--- src/core/opb_params.svh ---
// Register map, field positions and reset values of the offset/power bank
// How it works
// Index 0x14 holds channel A offset bits 7:0
// Index 0x15 holds channel B offset bits 7:0
// Index 0x16 bits 7:3 hold A offset 12:8
// Index 0x17 bits 7:3 hold B offset 12:8
// Applied offsets are added to each sample stream
// Writing index 0x14 syncs all four offset registers
// Other offset writes leave applied offset unchanged
// Host writes index 0x14 last
// Index 0x17 bit 2 selects four-wire serial mode
// Index 0x17 bit 1 sleeps A clock path
// Host stops clock paths only in power-down
// Index 0x17 bit 0 sleeps B clock path
// Index 0x18 bit 7 enables temperature sensor
// Index 0x18 bit 6 sleeps clock, strobe receivers
// Index 0x18 bit 3 sleeps channel B
// Index 0x18 bit 2 sleeps channel A
// Index 0x19 bit 2 selects external reference
// Applied offsets are zero after reset
// Host preserves reserved bit defaults
`ifndef OPB_PARAMS_SVH
`define OPB_PARAMS_SVH

// ---------------------------------------------------------------
// Register indices (byte address is four times the index)
// ---------------------------------------------------------------
`define OPB_IDX_OFS_A_LO   6'h14
`define OPB_IDX_OFS_B_LO   6'h15
`define OPB_IDX_OFS_A_HI   6'h16
`define OPB_IDX_OFS_B_HI   6'h17
`define OPB_IDX_PWR        6'h18
`define OPB_IDX_REF        6'h19
`define OPB_IDX_FIRST      `OPB_IDX_OFS_A_LO
`define OPB_IDX_LAST       `OPB_IDX_REF
`define OPB_SLOT(idx)      3'((idx) - `OPB_IDX_FIRST)
`define OPB_NUM_REGS       6

// ---------------------------------------------------------------
// Field positions
// ---------------------------------------------------------------
`define OPB_HI_MSB         7
`define OPB_HI_LSB         3
`define OPB_FOUR_WIRE_BIT  2
`define OPB_CLK_SLP_A_BIT  1
`define OPB_CLK_SLP_B_BIT  0
`define OPB_TEMP_EN_BIT    7
`define OPB_RECV_SLP_BIT   6
`define OPB_SLEEP_B_BIT    3
`define OPB_SLEEP_A_BIT    2
`define OPB_EXT_REF_BIT    2

// ---------------------------------------------------------------
// Reset values
// ---------------------------------------------------------------
`define OPB_RST_DEFAULT    8'h00
`define OPB_RST_PWR        8'h83

`endif

--- src/core/opb_pkg.sv ---
// Types shared by the offset/power configuration bank
package opb_pkg;

  typedef enum logic [1:0] {
    OPB_OKAY   = 2'b00,
    OPB_SLVERR = 2'b10
  } opb_resp_t;

  typedef enum logic [0:0] {
    OPB_WR_IDLE = 1'b0,
    OPB_WR_RESP = 1'b1
  } opb_wr_st_t;

  typedef enum logic [0:0] {
    OPB_RD_IDLE = 1'b0,
    OPB_RD_RESP = 1'b1
  } opb_rd_st_t;

  typedef struct packed {
    logic [15:0] a;
    logic [15:0] b;
  } opb_pair_t;

  typedef struct packed {
    logic fourWireSerialSel;
    logic clkPathSleepA;
    logic clkPathSleepB;
    logic tempSenseEn;
    logic clkRecvSleep;
    logic chanSleepB;
    logic chanSleepA;
    logic extRefSel;
  } opb_ctrl_t;

endpackage

--- src/core/opb_offset_add.sv ---
// Registered adder that applies one channel's offset to its sample stream
`timescale 1ns/1ps

module opb_offset_add
  import opb_pkg::*;
(
  // Clock and reset
  input  wire logic        clk,
  input  wire logic        rst,
  // Sample and offset
  input  wire logic [15:0] sampleIn,
  input  wire logic [12:0] offset,
  output logic      [15:0] sampleOut
);

  wire logic [15:0] offsetExt;
  wire logic [15:0] sumD;

  assign offsetExt = {{3{offset[12]}}, offset};
  assign sumD      = 16'(sampleIn + offsetExt);

  always_ff @(posedge clk) begin
    if (rst) begin
      sampleOut <= 16'h0000;
    end else begin
      sampleOut <= sumD;
    end
  end

  sum_offset_a: assert property (@(posedge clk) disable iff (rst)
    1'b1 |=> sampleOut == 16'($past(sampleIn) + {{3{$past(offset[12])}}, $past(offset)}))
    else $error("sample output is not input plus offset");

endmodule

--- src/core/opb_bank.sv ---
// Offset and power configuration bank behind an AXI4-Lite slave
`timescale 1ns/1ps
`include "opb_params.svh"

module opb_bank
  import opb_pkg::*;
(
  // Clock and reset
  input  wire logic        clk,
  input  wire logic        rst,
  // Write address channel
  input  wire logic [7:0]  awaddr,
  input  wire logic        awvalid,
  output logic             awready,
  // Write data channel
  input  wire logic [31:0] wdata,
  input  wire logic [3:0]  wstrb,
  input  wire logic        wvalid,
  output logic             wready,
  // Write response channel
  output logic [1:0]       bresp,
  output logic             bvalid,
  input  wire logic        bready,
  // Read address channel
  input  wire logic [7:0]  araddr,
  input  wire logic        arvalid,
  output logic             arready,
  // Read data channel
  output logic [31:0]      rdata,
  output logic [1:0]       rresp,
  output logic             rvalid,
  input  wire logic        rready,
  // Sample streams
  input  wire opb_pair_t   sampleIn,
  output wire opb_pair_t   sampleOut,
  // Offset sync and applied offsets
  output logic             offsetSync,
  output logic [12:0]      appliedOffsetA,
  output logic [12:0]      appliedOffsetB,
  // Power, sleep and reference controls
  output wire opb_ctrl_t   ctrlOut,
  // Alarm pin sharing
  input  wire logic        serialReadData,
  input  wire logic        alarmSource,
  output logic             alarmReadDataPin
);

  // ---------------------------------------------------------------
  // Address decode
  // ---------------------------------------------------------------

  function automatic logic [3:0] regSlot(input logic [7:0] addr);
    logic [5:0] idx;
    idx = addr[7:2];
    if (addr[1:0] == 2'b00 && idx >= `OPB_IDX_FIRST && idx <= `OPB_IDX_LAST) begin
      regSlot = {1'b1, `OPB_SLOT(idx)};
    end else begin
      regSlot = 4'h0;
    end
  endfunction

  function automatic logic [7:0] regReset(input int slot);
    if (slot == int'(`OPB_SLOT(`OPB_IDX_PWR))) begin
      regReset = `OPB_RST_PWR;
    end else begin
      regReset = `OPB_RST_DEFAULT;
    end
  endfunction

  // ---------------------------------------------------------------
  // Register storage
  // ---------------------------------------------------------------

  logic [7:0] regQ [`OPB_NUM_REGS];

  logic            awRdyQ;
  logic            wRdyQ;
  logic            awGotQ;
  logic            wGotQ;
  logic [7:0]      awAddrQ;
  logic [31:0]     wDataQ;
  logic [3:0]      wStrbQ;
  opb_wr_st_t      wrStQ;
  opb_rd_st_t      rdStQ;
  logic            syncQ;
  logic [12:0]     applAQ;
  logic [12:0]     applBQ;
  logic            alarmQ;
  logic [1:0]      brespQ;
  logic [31:0]     rdataQ;
  logic [1:0]      rrespQ;
  logic            arRdyQ;

  // ---------------------------------------------------------------
  // Write channel control
  // ---------------------------------------------------------------

  wire logic        awFire;
  wire logic        wFire;
  wire logic        awHave;
  wire logic        wHave;
  wire logic        wrFire;
  wire logic        bFire;
  wire logic [7:0]  wrAddr;
  wire logic [31:0] wrData;
  wire logic [3:0]  wrStrb;
  wire logic [3:0]  wrDec;
  wire logic        wrHit;
  wire logic [2:0]  wrSlot;
  wire logic        awGotD;
  wire logic        wGotD;
  opb_wr_st_t       wrStD;

  assign awFire = awvalid & awRdyQ;
  assign wFire  = wvalid & wRdyQ;
  assign awHave = awGotQ | awFire;
  assign wHave  = wGotQ | wFire;
  assign wrFire = (wrStQ == OPB_WR_IDLE) & awHave & wHave;
  assign bFire  = (wrStQ == OPB_WR_RESP) & bready;
  assign wrAddr = awGotQ ? awAddrQ : awaddr;
  assign wrData = wGotQ ? wDataQ : wdata;
  assign wrStrb = wGotQ ? wStrbQ : wstrb;
  assign wrDec  = regSlot(wrAddr);
  assign wrHit  = wrDec[3];
  assign wrSlot = wrDec[2:0];
  assign awGotD = awHave & ~wrFire;
  assign wGotD  = wHave & ~wrFire;

  always_comb begin
    wrStD = wrStQ;
    case (wrStQ)
      OPB_WR_IDLE: begin
        if (wrFire) begin
          wrStD = OPB_WR_RESP;
        end
      end
      OPB_WR_RESP: begin
        if (bready) begin
          wrStD = OPB_WR_IDLE;
        end
      end
      default: begin
        wrStD = OPB_WR_IDLE;
      end
    endcase
  end

  always_ff @(posedge clk) begin
    if (rst) begin
      wrStQ  <= OPB_WR_IDLE;
      awGotQ <= 1'b0;
      wGotQ  <= 1'b0;
      awRdyQ <= 1'b0;
      wRdyQ  <= 1'b0;
      brespQ <= OPB_OKAY;
    end else begin
      wrStQ  <= wrStD;
      awGotQ <= awGotD;
      wGotQ  <= wGotD;
      awRdyQ <= (wrStD == OPB_WR_IDLE) & ~awGotD;
      wRdyQ  <= (wrStD == OPB_WR_IDLE) & ~wGotD;
      if (wrFire) begin
        brespQ <= wrHit ? OPB_OKAY : OPB_SLVERR;
      end
    end
  end

  always_ff @(posedge clk) begin
    if (awFire) begin
      awAddrQ <= awaddr;
    end
    if (wFire) begin
      wDataQ <= wdata;
      wStrbQ <= wstrb;
    end
  end

  // ---------------------------------------------------------------
  // Register file
  // ---------------------------------------------------------------

  genvar gi;
  generate
    for (gi = 0; gi < `OPB_NUM_REGS; gi++) begin : gReg
      always_ff @(posedge clk) begin
        if (rst) begin
          regQ[gi] <= regReset(gi);
        end else if (wrFire && wrHit && wrSlot == 3'(gi) && wrStrb[0]) begin
          regQ[gi] <= wrData[7:0];
        end
      end
    end
  endgenerate

  wire logic [7:0] ofsALo;
  wire logic [7:0] ofsBLo;
  wire logic [7:0] ofsAHi;
  wire logic [7:0] ofsBHi;
  wire logic [7:0] pwrReg;
  wire logic [7:0] refReg;
  wire logic [12:0] stagedA;
  wire logic [12:0] stagedB;

  assign ofsALo  = regQ[`OPB_SLOT(`OPB_IDX_OFS_A_LO)];
  assign ofsBLo  = regQ[`OPB_SLOT(`OPB_IDX_OFS_B_LO)];
  assign ofsAHi  = regQ[`OPB_SLOT(`OPB_IDX_OFS_A_HI)];
  assign ofsBHi  = regQ[`OPB_SLOT(`OPB_IDX_OFS_B_HI)];
  assign pwrReg  = regQ[`OPB_SLOT(`OPB_IDX_PWR)];
  assign refReg  = regQ[`OPB_SLOT(`OPB_IDX_REF)];
  assign stagedA = {ofsAHi[`OPB_HI_MSB:`OPB_HI_LSB], ofsALo};
  assign stagedB = {ofsBHi[`OPB_HI_MSB:`OPB_HI_LSB], ofsBLo};

  // ---------------------------------------------------------------
  // Offset sync and applied offsets
  // ---------------------------------------------------------------

  wire logic syncD;

  assign syncD = wrFire & wrHit & (wrSlot == `OPB_SLOT(`OPB_IDX_OFS_A_LO));

  always_ff @(posedge clk) begin
    if (rst) begin
      syncQ  <= 1'b0;
      applAQ <= 13'h0000;
      applBQ <= 13'h0000;
    end else begin
      syncQ <= syncD;
      if (syncQ) begin
        applAQ <= stagedA;
        applBQ <= stagedB;
      end
    end
  end

  generate
    for (gi = 0; gi < 2; gi++) begin : gAdd
      wire logic [15:0] chIn;
      wire logic [12:0] chOfs;
      wire logic [15:0] chOut;
      assign chIn  = (gi == 0) ? sampleIn.a : sampleIn.b;
      assign chOfs = (gi == 0) ? applAQ : applBQ;
      opb_offset_add uAdd (
        .clk       (clk),
        .rst       (rst),
        .sampleIn  (chIn),
        .offset    (chOfs),
        .sampleOut (chOut)
      );
    end
  endgenerate

  assign sampleOut.a = gAdd[0].chOut;
  assign sampleOut.b = gAdd[1].chOut;

  // ---------------------------------------------------------------
  // Power, sleep and reference controls
  // ---------------------------------------------------------------

  assign ctrlOut.fourWireSerialSel = ofsBHi[`OPB_FOUR_WIRE_BIT];
  assign ctrlOut.clkPathSleepA     = ofsBHi[`OPB_CLK_SLP_A_BIT];
  assign ctrlOut.clkPathSleepB     = ofsBHi[`OPB_CLK_SLP_B_BIT];
  assign ctrlOut.tempSenseEn       = pwrReg[`OPB_TEMP_EN_BIT];
  assign ctrlOut.clkRecvSleep      = pwrReg[`OPB_RECV_SLP_BIT];
  assign ctrlOut.chanSleepB        = pwrReg[`OPB_SLEEP_B_BIT];
  assign ctrlOut.chanSleepA        = pwrReg[`OPB_SLEEP_A_BIT];
  assign ctrlOut.extRefSel         = refReg[`OPB_EXT_REF_BIT];

  // Alarm pin carries serial read data in four-wire mode
  wire logic alarmD;

  assign alarmD = ofsBHi[`OPB_FOUR_WIRE_BIT] ? serialReadData : alarmSource;

  always_ff @(posedge clk) begin
    if (rst) begin
      alarmQ <= 1'b0;
    end else begin
      alarmQ <= alarmD;
    end
  end

  // ---------------------------------------------------------------
  // Read channel
  // ---------------------------------------------------------------

  wire logic       arFire;
  wire logic [3:0] rdDec;
  wire logic [7:0] rdByte;
  opb_rd_st_t      rdStD;

  assign arFire = arvalid & arRdyQ;
  assign rdDec  = regSlot(araddr);
  assign rdByte = rdDec[3] ? regQ[rdDec[2:0]] : 8'h00;

  always_comb begin
    rdStD = rdStQ;
    case (rdStQ)
      OPB_RD_IDLE: begin
        if (arFire) begin
          rdStD = OPB_RD_RESP;
        end
      end
      OPB_RD_RESP: begin
        if (rready) begin
          rdStD = OPB_RD_IDLE;
        end
      end
      default: begin
        rdStD = OPB_RD_IDLE;
      end
    endcase
  end

  always_ff @(posedge clk) begin
    if (rst) begin
      rdStQ  <= OPB_RD_IDLE;
      arRdyQ <= 1'b0;
      rdataQ <= 32'h0000_0000;
      rrespQ <= OPB_OKAY;
    end else begin
      rdStQ  <= rdStD;
      arRdyQ <= (rdStD == OPB_RD_IDLE);
      if (arFire) begin
        rdataQ <= {24'h00_0000, rdByte};
        rrespQ <= rdDec[3] ? OPB_OKAY : OPB_SLVERR;
      end
    end
  end

  // ---------------------------------------------------------------
  // Outputs
  // ---------------------------------------------------------------

  assign awready          = awRdyQ;
  assign wready           = wRdyQ;
  assign bvalid           = (wrStQ == OPB_WR_RESP);
  assign bresp            = brespQ;
  assign arready          = arRdyQ;
  assign rvalid           = (rdStQ == OPB_RD_RESP);
  assign rdata            = rdataQ;
  assign rresp            = rrespQ;
  assign offsetSync       = syncQ;
  assign appliedOffsetA   = applAQ;
  assign appliedOffsetB   = applBQ;
  assign alarmReadDataPin = alarmQ;

  // ---------------------------------------------------------------
  // Checks
  // ---------------------------------------------------------------

  low_a_write_a: assert property (@(posedge clk) disable iff (rst)
    wrFire && wrHit && wrSlot == `OPB_SLOT(`OPB_IDX_OFS_A_LO) && wrStrb[0]
    |=> ofsALo == $past(wrData[7:0]))
    else $error("channel A low offset byte not stored");

  high_b_write_a: assert property (@(posedge clk) disable iff (rst)
    wrFire && wrHit && wrSlot == `OPB_SLOT(`OPB_IDX_OFS_B_HI) && wrStrb[0]
    |=> ofsBHi[`OPB_HI_MSB:`OPB_HI_LSB] == $past(wrData[7:3]))
    else $error("channel B high offset bits not stored");

  sync_on_low_a: assert property (@(posedge clk) disable iff (rst)
    wrFire && wrHit && wrSlot == `OPB_SLOT(`OPB_IDX_OFS_A_LO)
    |=> offsetSync ##1 appliedOffsetA == $past(stagedA) && appliedOffsetB == $past(stagedB))
    else $error("offset sync did not load all four registers");

  offset_hold_a: assert property (@(posedge clk) disable iff (rst)
    !syncQ |=> $stable(appliedOffsetA) && $stable(appliedOffsetB))
    else $error("applied offset changed without sync");

  reset_zero_a: assert property (@(posedge clk) disable iff (rst)
    $past(rst) |-> appliedOffsetA == 13'h0000 && appliedOffsetB == 13'h0000
      && regQ[`OPB_SLOT(`OPB_IDX_PWR)] == `OPB_RST_PWR)
    else $error("reset values wrong after reset");

  alarm_share_a: assert property (@(posedge clk) disable iff (rst)
    ctrlOut.fourWireSerialSel |=> alarmReadDataPin == $past(serialReadData))
    else $error("alarm pin not carrying serial read data");

  sleep_bits_a: assert property (@(posedge clk) disable iff (rst)
    wrFire && wrHit && wrSlot == `OPB_SLOT(`OPB_IDX_PWR) && wrStrb[0]
    |=> ctrlOut.chanSleepB == $past(wrData[3]) && ctrlOut.chanSleepA == $past(wrData[2]))
    else $error("channel sleep controls did not follow write");

  temp_readback_a: assert property (@(posedge clk) disable iff (rst)
    arFire && rdDec[3] && rdDec[2:0] == `OPB_SLOT(`OPB_IDX_PWR)
    |=> rvalid && rdata[`OPB_TEMP_EN_BIT] == $past(ctrlOut.tempSenseEn))
    else $error("temperature enable read back wrong");

  ref_select_a: assert property (@(posedge clk) disable iff (rst)
    wrFire && wrHit && wrSlot == `OPB_SLOT(`OPB_IDX_REF) && wrStrb[0]
    |=> ctrlOut.extRefSel == $past(wrData[2]))
    else $error("reference select did not follow write");

endmodule

--- config.mk ---
export PLATFORM = sky130hd
export DESIGN_NAME = opb_bank
export DESIGN_NICKNAME = d
export VERILOG_FILES = /design/src/core/opb_pkg.sv /design/src/core/opb_offset_add.sv /design/src/core/opb_bank.sv
export VERILOG_INCLUDE_DIRS = /design/src /design/src/core
export SDC_FILE = /design/constraint.sdc
export NUM_CORES = 1
export LEC_CHECK = 0
export BUFFER_PORTS_ARGS = -buffer_cell sky130_fd_sc_hd__buf_2
export CORE_UTILIZATION = 35
export DETAILED_ROUTE_END_ITERATION = 16
export PLACE_DENSITY = 0.56
export SYNTH_ARGS = -nofsm -noshare
export SYNTH_HDL_FRONTEND = slang
export SYNTH_SLANG_ARGS = --single-unit
export TNS_END_PERCENT = 100
--- constraint.sdc ---
create_clock -name clk -period 2.6 [get_ports clk]
set_clock_uncertainty 0.15 [all_clocks]
set_input_delay 0.26 -clock clk [delete_from_list [all_inputs] [get_ports clk]]
set_output_delay 0.26 -clock clk [all_outputs]
set_load 0.03 [all_outputs]
### Word level (Yosys, flattened, before mapping)

Memories as Yosys holds them, arrays and structs flattened. A register that Yosys moved wholly into a read port is not among the register bits.
Index checks and enable logic that the tools add are counted.

| storage, ports and cells | value |
|---|---|
| bits in registers | 83 |
| memory bits (writable) | 48 |
| bits of input ports | 93 |
| output and inout port bits | 109 |
| word-level logic and storage cells | 119 |
| memories kept | 1 |

Memories:

| memory | depth | width | rd ports | clocked after memory_dff | write ports | RTL line | source |
|---|---|---|---|---|---|---|---|
| regQ | 6 | 8 | 7 | 3 | 6 | opb_bank.sv:74 | `` logic [7:0] regQ [`OPB_NUM_REGS]; `` |

| cells by class | value |
|---|---|
| add/sub/neg operators | 4 |
| order comparisons | 4 |
| eq/ne operators | 5 |
| muxes and demuxes | 41 |
| bitwise logic cells | 26 |
| reductions and logical operators | 20 |

Operators with widths:

| cell | number |
|---|---|
| two-way mux 8 bit | 9 |
| adder 16 bit | 2 |
| two-way mux 1 bit | 26 |
| logical AND 1 bit | 17 |
| >= comparator 6 x 5 -> 1 bit, second input constant | 2 |
| less-or-equal comparator 6 x 5 -> 1 bit, second input constant | 2 |
| bitwise AND 1 bit | 11 |
| two-way mux 4 bit | 2 |
| bitwise OR 1 bit | 8 |
| inverter 1 bit | 7 |
| == test 3 x 2 -> 1 bit, second input constant | 2 |
| == test 3 bit, second input constant | 2 |
| subtractor 3 bit, second input constant | 2 |
| zero test 2 bit | 2 |
| two-way mux 2 bit | 2 |
| one-hot mux 1 bit (2 select lines) | 2 |
| == test 3 x 1 -> 1 bit, second input constant | 1 |
| zero test 3 bit | 1 |

### Longest topological paths before layout

Gate-level depths: netlist of run 1.

| depth | value |
|---|---|
| depth after elaboration | 12 |
| gate-level depth with buffers | 9 |
| gate-level depth less buffers | 9 |

### By module

From an unflattened synthesis of run 1, not the netlist that was laid out.

| unflattened totals | value |
|---|---|
| cells, all modules | 708 |
| area total of the unflattened synthesis | 7,483.4 µm² |

Modules (own cells, without submodules):

| module | times used | cells an instance | area an instance (µm²) | seq. area each (µm²) |
|---|---|---|---|---|
| opb_bank | 1 | 446 | 5,163.7 | 2,852.7 |
| opb_offset_add at gAdd[0].uAdd | 1 | 128 | 1,161.1 | 320.3 |
| opb_offset_add at gAdd[1].uAdd | 1 | 134 | 1,158.6 | 320.3 |

### Least setup slack after synthesis of run 1

No wires, ideal clock.

| timing | value |
|---|---|
| kind | register to register |
| from | register applBQ[0], in the netlist appliedOffsetB[0], read port of regQ |
| to | register gAdd[1].uAdd.sampleOut[14] |
| setup time | 0.062 ns |
| arrival | 2.281 ns |
| required time | 2.388 ns |
| slack | 0.107 ns |
| cell stages (with the launch flop) | 10 |
| buffers on the path | 0 |
| clock period less this slack | 2.493 ns |
| path through | dfxtp_1 > ha_1 > inv_1 > fa_1 > nor2b_1 > o21ai_0 > o21ai_1 > a31oi_1 > or4_1 > nand3_1 |

| between the ends | value |
|---|---|
| word-level cells in the longest chain between the ends | 1 |

RTL lines:

| item | RTL line | source |
|---|---|---|
| from (decl) | opb_bank.sv:87 | `logic [12:0] applBQ;` |
| adder 16 bit | opb_offset_add.sv:20 | `assign sumD = 16'(sampleIn + offsetExt);` |
| to (signal assigned) | opb_offset_add.sv:26 | `sampleOut <= sumD;` |
| to (decl) | opb_offset_add.sv:13 | `output logic [15:0] sampleOut` |

Every way passes these cells.
A chain may end at the register's enable or synchronous reset.

### Worst setup path in the final report of run 1

Same ends and word-level chain as after synthesis.

==> impl_metrics.json, run 1 <==
{
  "vias": 5462,
  "cp.arrival_ns": 2.59,
  "regToRegEndpoint": "gAdd[1].uAdd.sampleOut[14]",
  "cp-start-kind": "flop",
  "rr_worst_depth": 10,
  "portBuffers": 148,
  "fmax_mhz": 419.1,
  "synth_cells": 675,
  "fin_crit_ns": 2.386,
  "finalHoldViolations": 0,
  "min_to": "gAdd[1].uAdd.sampleOut[15]",
  "nets": 987,
  "rrSetupSlack_ns": 0.21,
  "fin_setup_tns_ns": 0,
  "clk_transition_reported_paths_ns": 0.06,
  "cts_tree": "built",
  "powerDensity_mw_per_mm2": 623.9,
  "place_congestion": 0.8797,
  "htreeDepth": 4,
  "grt_max_degree": 34,
  "insertion_delay_ns": 0.42,
  "drt-pass1-iter-count": 4,
  "period_share_pct": 91.76,
  "clock_sinks": 142,
  "cts_hold_buf": 21,
  "drv_slew": 0,
  "initial_core_util_pct": 35.83,
  "cap_violations": 0,
  "synth_top_area_cell": "edfxtp_1",
  "coreArea_mm2": 0.01959,
  "grt_pass1_vias": 5214,
  "ctsResizeCount": 0,
  "slowest_stage": "or4_1",
  "wirelength_um": 17010,
  "synth_common_cells": "nor2_1 (106), dfxtp_1 (77), edfxtp_1 (65)",
  "yosysUniqueCellTypes": 51,
  "worst_hold_slack_ns": 0.02636,
  "worstMarginPinSlew_ns": 0.7107,
  "async_flop_share_pct": 0,
  "critPathBufInv": 2,
  "critical_path_peak_fanout": 5,
  "crit_path_cell_trace": "ha_1 -> inv_1 -> fa_1 -> nor2b_1 -> o21ai_0 -> o21ai_1 -> buf_4 -> a31oi_1 -> or4_1 -> nand3_1",
  "instances_no_fill": 1140,
  "io_pins": 202,
  "status": "complete, no violations",
  "grt_first_pass_wirelength_um": 26610,
  "final_area_mm2": 0.008899,
  "ir_drop_v": 0.0004135,
  "reg2reg_from": "appliedOffsetB[0]",
  "hold_path_depth": 4,
  "diodes": 0,
  "cp_top_family": "simple AND/OR/NAND/NOR gates",
  "synth_area_leaders": "edfxtp_1 (28%), dfxtp_1 (22%), mux2i_1 (7.8%)",
  "crit_required_ns": 2.81,
  "slew_headroom_pct": 51.26,
  "cpPeakStageDelay_ns": 0.41,
  "rsz0062_at_grt": "no",
  "path_class": "reg -> reg",
  "final_antenna_net_count": 0,
  "area_growth_pct": 26.77,
  "synth_area_mm2": 0.007019,
  "avgViaCountPerCell": 4.791,
  "worstHoldPathType": "in -> reg",
  "setup_viol": 0,
  "clockBufferDepth": 2,
  "drive_gt1_share_pct": 26.06,
  "synth-edff-count": 65,
  "ys.flop_type": "dfxtp_1",
  "antenna_found_initial": 0,
  "drcViolationCount": 0,
  "fp.dieH_um": 143.6,
  "die_w_um": 143.6,
  "placed_area_mm2": 0.008078,
  "synth.most_common_cell": "nor2_1",
  "rows": 51,
  "die_area_mm2": 0.02063,
  "track_usage_pct": 17.07,
  "wl_per_cell_um": 14.92,
  "drt_iter0_markers": 249,
  "postSynthAreaPerCell_um2": 10.40,
  "final.fill_count": 1942,
  "cp-end-kind": "flop",
  "hpwl_um": 12790,
  "clock-root-buffer": "clkbuf_16",
  "ys_ff_latch": 142,
  "synth_top_area_share_pct": 27.81,
  "dp.cells": 1087,
  "grt_remaining_overflow": 0,
  "cts_setup_buffers": 0,
  "yosysSeqAreaShare_pct": 49.77,
  "hp-start": "sampleIn[15]",
  "cts_buffers": 17,
  "ys_warn_count": 0,
  "p_leak_uw": 0.003882
}
layout make-up:
type | count | area, um2 | share of cell area [%]
sequential | 142 | 3493 | 39.26
timing repair buffer | 201 | 1204 | 13.53
inverter | 13 | 48.80 | 0.5484
clock inverter | 10 | 133.9 | 1.504
multi-input combinational | 487 | 3211 | 36.08
tap | 265 | 331.6 | 3.726
clock buffer | 22 | 476.7 | 5.357
report_power, final:
group	internal, uW	switching, uW	leakage, uW
Sequential	2410	34.2	0.00127
Combinational	202	366	0.00230
Clock	1590	942	0.000303
Total	4210	1340	0.00388
how the worst max path moves through the flow:
stage	cells after the start	slack, ns	start	endpoint
after global routing	9	0.03	appliedOffsetA[0]	gAdd[0].uAdd.sampleOut[14]
after floorplan	9	0.11	appliedOffsetB[0]	gAdd[1].uAdd.sampleOut[14]
after CTS	9	0.21	appliedOffsetA[0]	gAdd[0].uAdd.sampleOut[14]
final	10	0.21	appliedOffsetB[0]	gAdd[1].uAdd.sampleOut[14]
after detailed placement	9	0.24	appliedOffsetA[0]	gAdd[0].uAdd.sampleOut[14]
after global placement	11	0.25	sampleIn[0]	gAdd[1].uAdd.sampleOut[14]
registers in the layout, summed over array words and instances (netlist names):
signal	cells
bresp	1
rvalid	1
wStrbQ	1
awready	1
arready	1
appliedOffsetB	13
regQ	48
wready	1
alarmReadDataPin	1
appliedOffsetA	13
awGotQ	1
awAddrQ	8
wGotQ	1
rdata	8
gAdd.uAdd.sampleOut	32
offsetSync	1
wDataQ	8
bvalid	1
rresp	1
placed cells by master (no fill, tap or decap), types with 5 or more instances in the layout:
| cell type | instances |
|---|---|
| mux2_2 | 5 |
| nor4_1 | 7 |
| nand2_1 | 18 |
| nor2b_1 | 9 |
| edfxtp_1 | 65 |
| dfxtp_1 | 77 |
| inv_1 | 13 |
| a21oi_1 | 33 |
| a21o_1 | 20 |
| nor3_1 | 17 |
| xnor2_1 | 12 |
| buf_2 | 148 |
| dlygate4sd3_1 | 21 |
| xor2_1 | 6 |
| buf_4 | 31 |
| o21a_1 | 7 |
| ha_1 | 30 |
| nor2_2 | 8 |
| o21ai_0 | 30 |
| or3_1 | 8 |
| nand3_1 | 13 |
| conb_1 | 26 |
| clkbuf_16 | 18 |
| a211oi_1 | 5 |
| a22o_1 | 8 |
| nand2b_1 | 6 |
| nor2_1 | 106 |
| mux2i_1 | 55 |
| and3_1 | 5 |
| and2_1 | 6 |
| nand4_1 | 6 |
per-stage QoR:
| step | setup WS, ns | power, uW | util [%] |
|---|---|---|---|
| floorplan | 0.1073 | 2876 | - |
| global placement | 0.2517 | 3042 | 41.23 |
| detailed placement | 0.2417 | 3045 | 41.23 |
| CTS | 0.2077 | 5611 | 45.42 |
| global route | 0.03024 | 5751 | 45.42 |
| finish | 0.2142 | 5551 | 45.42 |
per-layer routing:
| layer | vias to the layer above | share of wire [%] | global-route usage [%] |
|---|---|---|---|
| met1 | 2538 | 46 | 21.47 |
| met3 | 27 | 4.1 | 3.466 |
| met2 | 148 | 48 | 28.46 |
| li1 | 2749 | - | - |
| met4 | 0 | 1.8 | 6.999 |
| met5 | - | 0 | 0 |
kinds of logic (layout without fill, tap and decap cells):
| family | after synthesis | after routing | share of synthesized area [%] |
|---|---|---|---|
| AND/OR/NAND/NOR | 223 | 223 | 15.74 |
| flip-flops | 142 | 142 | 49.77 |
| AO/OA/AOI/OAI | 127 | 127 | 11.59 |
| buffers and inverters | 71 | 246 | 5.829 |
| multiplexers | 61 | 61 | 8.859 |
| adder cells (fa/ha/maj) | 32 | 32 | 5.918 |
| XOR/XNOR | 18 | 18 | 2.246 |
| other | 1 | 26 | 0.05342 |
worst min-delay path, stage by stage:
cell and delay [ns]:
buf_2 0.08, xnor2_1 0.06, o21ai_0 0.07, a21oi_1 0.06
No activity file was read; power rests on OpenSTA's default activity.
==> inputs of run 2 (changes only) <==
==> constraint.sdc (replaced) <==
create_clock -name clk -period 2.9 [get_ports clk]
set_clock_uncertainty 0.15 [all_clocks]
set_input_delay 0.29 -clock clk [delete_from_list [all_inputs] [get_ports clk]]
set_output_delay 0.29 -clock clk [all_outputs]
set_load 0.03 [all_outputs]
==> run 2 against run 1 <==
Against the previous run:
- die area unchanged
- critical path depth down 5
- global-route usage down 0.30 points
- critical endpoint is now regQ[2][1]
- largest power group is now sequential cells
- worst setup slack better by 0.15 ns
- highest routed layer unchanged
- critical path type unchanged
- largest cell class unchanged
==> impl_metrics.json, run 2 (synthesized netlist as in run 1, its figures left out) <==
{
  "status": "complete, no violations",
  "grt_use_met3_pct": 4.132,
  "drcViolationCount": 0,
  "regMostFlops": "regQ",
  "drt_iter0_markers": 308,
  "worstMarginPinSlew_ns": 0.8352,
  "cap_violations": 0,
  "ir_drop_v": 0.0003819,
  "coreArea_mm2": 0.01959,
  "top_usage_layer": "met2",
  "regArea_mm2": 0.003493,
  "area_growth_pct": 24.56,
  "reg_top3": "regQ: 48 flops, gAdd.uAdd.sampleOut: 32 flops",
  "fin_ws_ns": 0.3643,
  "wl_per_cell_um": 14.79,
  "worst_hold_slack_ns": 0.03730,
  "final.fill_count": 1907,
  "rsz0062_at_grt": "no",
  "final_antenna_net_count": 0,
  "final_area_mm2": 0.008743,
  "cts_setup_buffers": 0,
  "setup_viol": 0,
  "layout_common_cells": "buf_2 (148), nor2_1 (106), dfxtp_1 (77)",
  "instances_no_fill": 1126,
  "largest_register_ffs": 48,
  "vias": 5346,
  "placed_area_mm2": 0.007968,
  "clk_transition_reported_paths_ns": 0.05,
  "initial_core_util_pct": 35.83,
  "grt_use_met1_pct": 21.39,
  "htreeDepth": 4,
  "clockBufferDepth": 2,
  "dp_slack_ns": 0.2493,
  "die_w_um": 143.6,
  "slew_headroom_pct": 42.73,
  "clock_sinks": 142,
  "wirelength_um": 16650,
  "worstHoldPathType": "in -> reg",
  "period_share_pct": 87.44,
  "grt_remaining_overflow": 0,
  "clock-root-buffer": "clkbuf_16",
  "fp.dieH_um": 143.6,
  "finalHoldViolations": 0,
  "track_usage_pct": 16.76,
  "nets": 973,
  "hpwl_um": 12540,
  "path_class": "reg -> reg",
  "dp.cells": 1074,
  "antenna_found_initial": 0,
  "fin_setup_tns_ns": 0,
  "grt_pass1_vias": 5009,
  "drt-pass1-iter-count": 5,
  "powerDensity_mw_per_mm2": 551.8,
  "grt_use_met2_pct": 28.05,
  "avgViaCountPerCell": 4.748,
  "io_pins": 202,
  "diodes": 0,
  "rows": 51,
  "cts_buffers": 17,
  "portBuffers": 148,
  "insertion_delay_ns": 0.42,
  "grt_max_degree": 51,
  "drive_gt1_share_pct": 24.62,
  "cp-start-kind": "flop",
  "crit_required_ns": 2.83,
  "layout_commonest_cell": "buf_2",
  "multi_input_comb_area_mm2": 0.003214,
  "cp-end-kind": "flop",
  "grt_first_pass_wirelength_um": 25970,
  "cp.arrival_ns": 2.46,
  "drv_slew": 0,
  "place_congestion": 0.8396,
  "cts_tree": "built",
  "die_area_mm2": 0.02063,
  "fmax_mhz": 394.4,
  "p_leak_uw": 0.003794,
  "critical_path_peak_fanout": 12,
  "fin_crit_ns": 2.536
}
[run 2: changes by cell type in the layout (fill, tap and decap cells not counted), sizes merged]
cell         before  now
buf             180  167
clkbuf           22   25
inv              15   13
bufinv            3    2
clkinv            4    5
clkinvlp          1    0
dlygate4sd3      21   20
[run 2: what timing repair did]
| item | CTS | global route |
|---|---|---|
| endpoints found under the setup margin | 0 | 8 |
| endpoints found under the hold margin | 19 | 0 |
| hold buffers | 20 | 0 |
| resized for setup | 0 | 1 |
[run 2: routing by layer]
layer  share of wire, %  routed length, um
met3                4.1                678
met1                 47               7785
met2                 48               7996
met5                  0                  0
met4                1.2                192
[run 2: critical path: stages, from the launching register on]
cell,delay [ns]
dfxtp_1,0.59
a21oi_1,0.16
a211oi_1,0.35
nand3_1,0.27
nor2_1,0.27
a21o_1,0.39
[run 2: stage by stage]
stage	utilization, %	total power (uW)
after floorplan	-	2579
after global placement	40.67	2712
after detailed placement	40.67	2714
after CTS	44.61	4890
after global routing	44.63	5016
final	44.63	4825
[run 2: cell type report]
cell class,instances,area share (%)
repair buffers,187,12.39
clock inverters,7,0.9731
inverters,13,0.5581
well taps,265,3.792
multi-input cells,487,36.76
clock buffers,25,5.567
flip-flops and latches,142,39.95
[run 2: report_power, final]
part,total [uW],internal (uW),leakage (uW),switching [uW]
sequential,2200,2160,0.00127,32.5
clock,2130,1330,0.000284,802
combinational,494,170,0.00224,323
[run 2: final timing paths]
check	from	to	slack (ns)	cells after the start
max	awGotQ	regQ[2][1]	0.36	5
max reg2reg	awGotQ	regQ[2][1]	0.36	5
min reg2reg	rresp[1]	rresp[1]	0.33	2
min	bready	bvalid	0.04	4
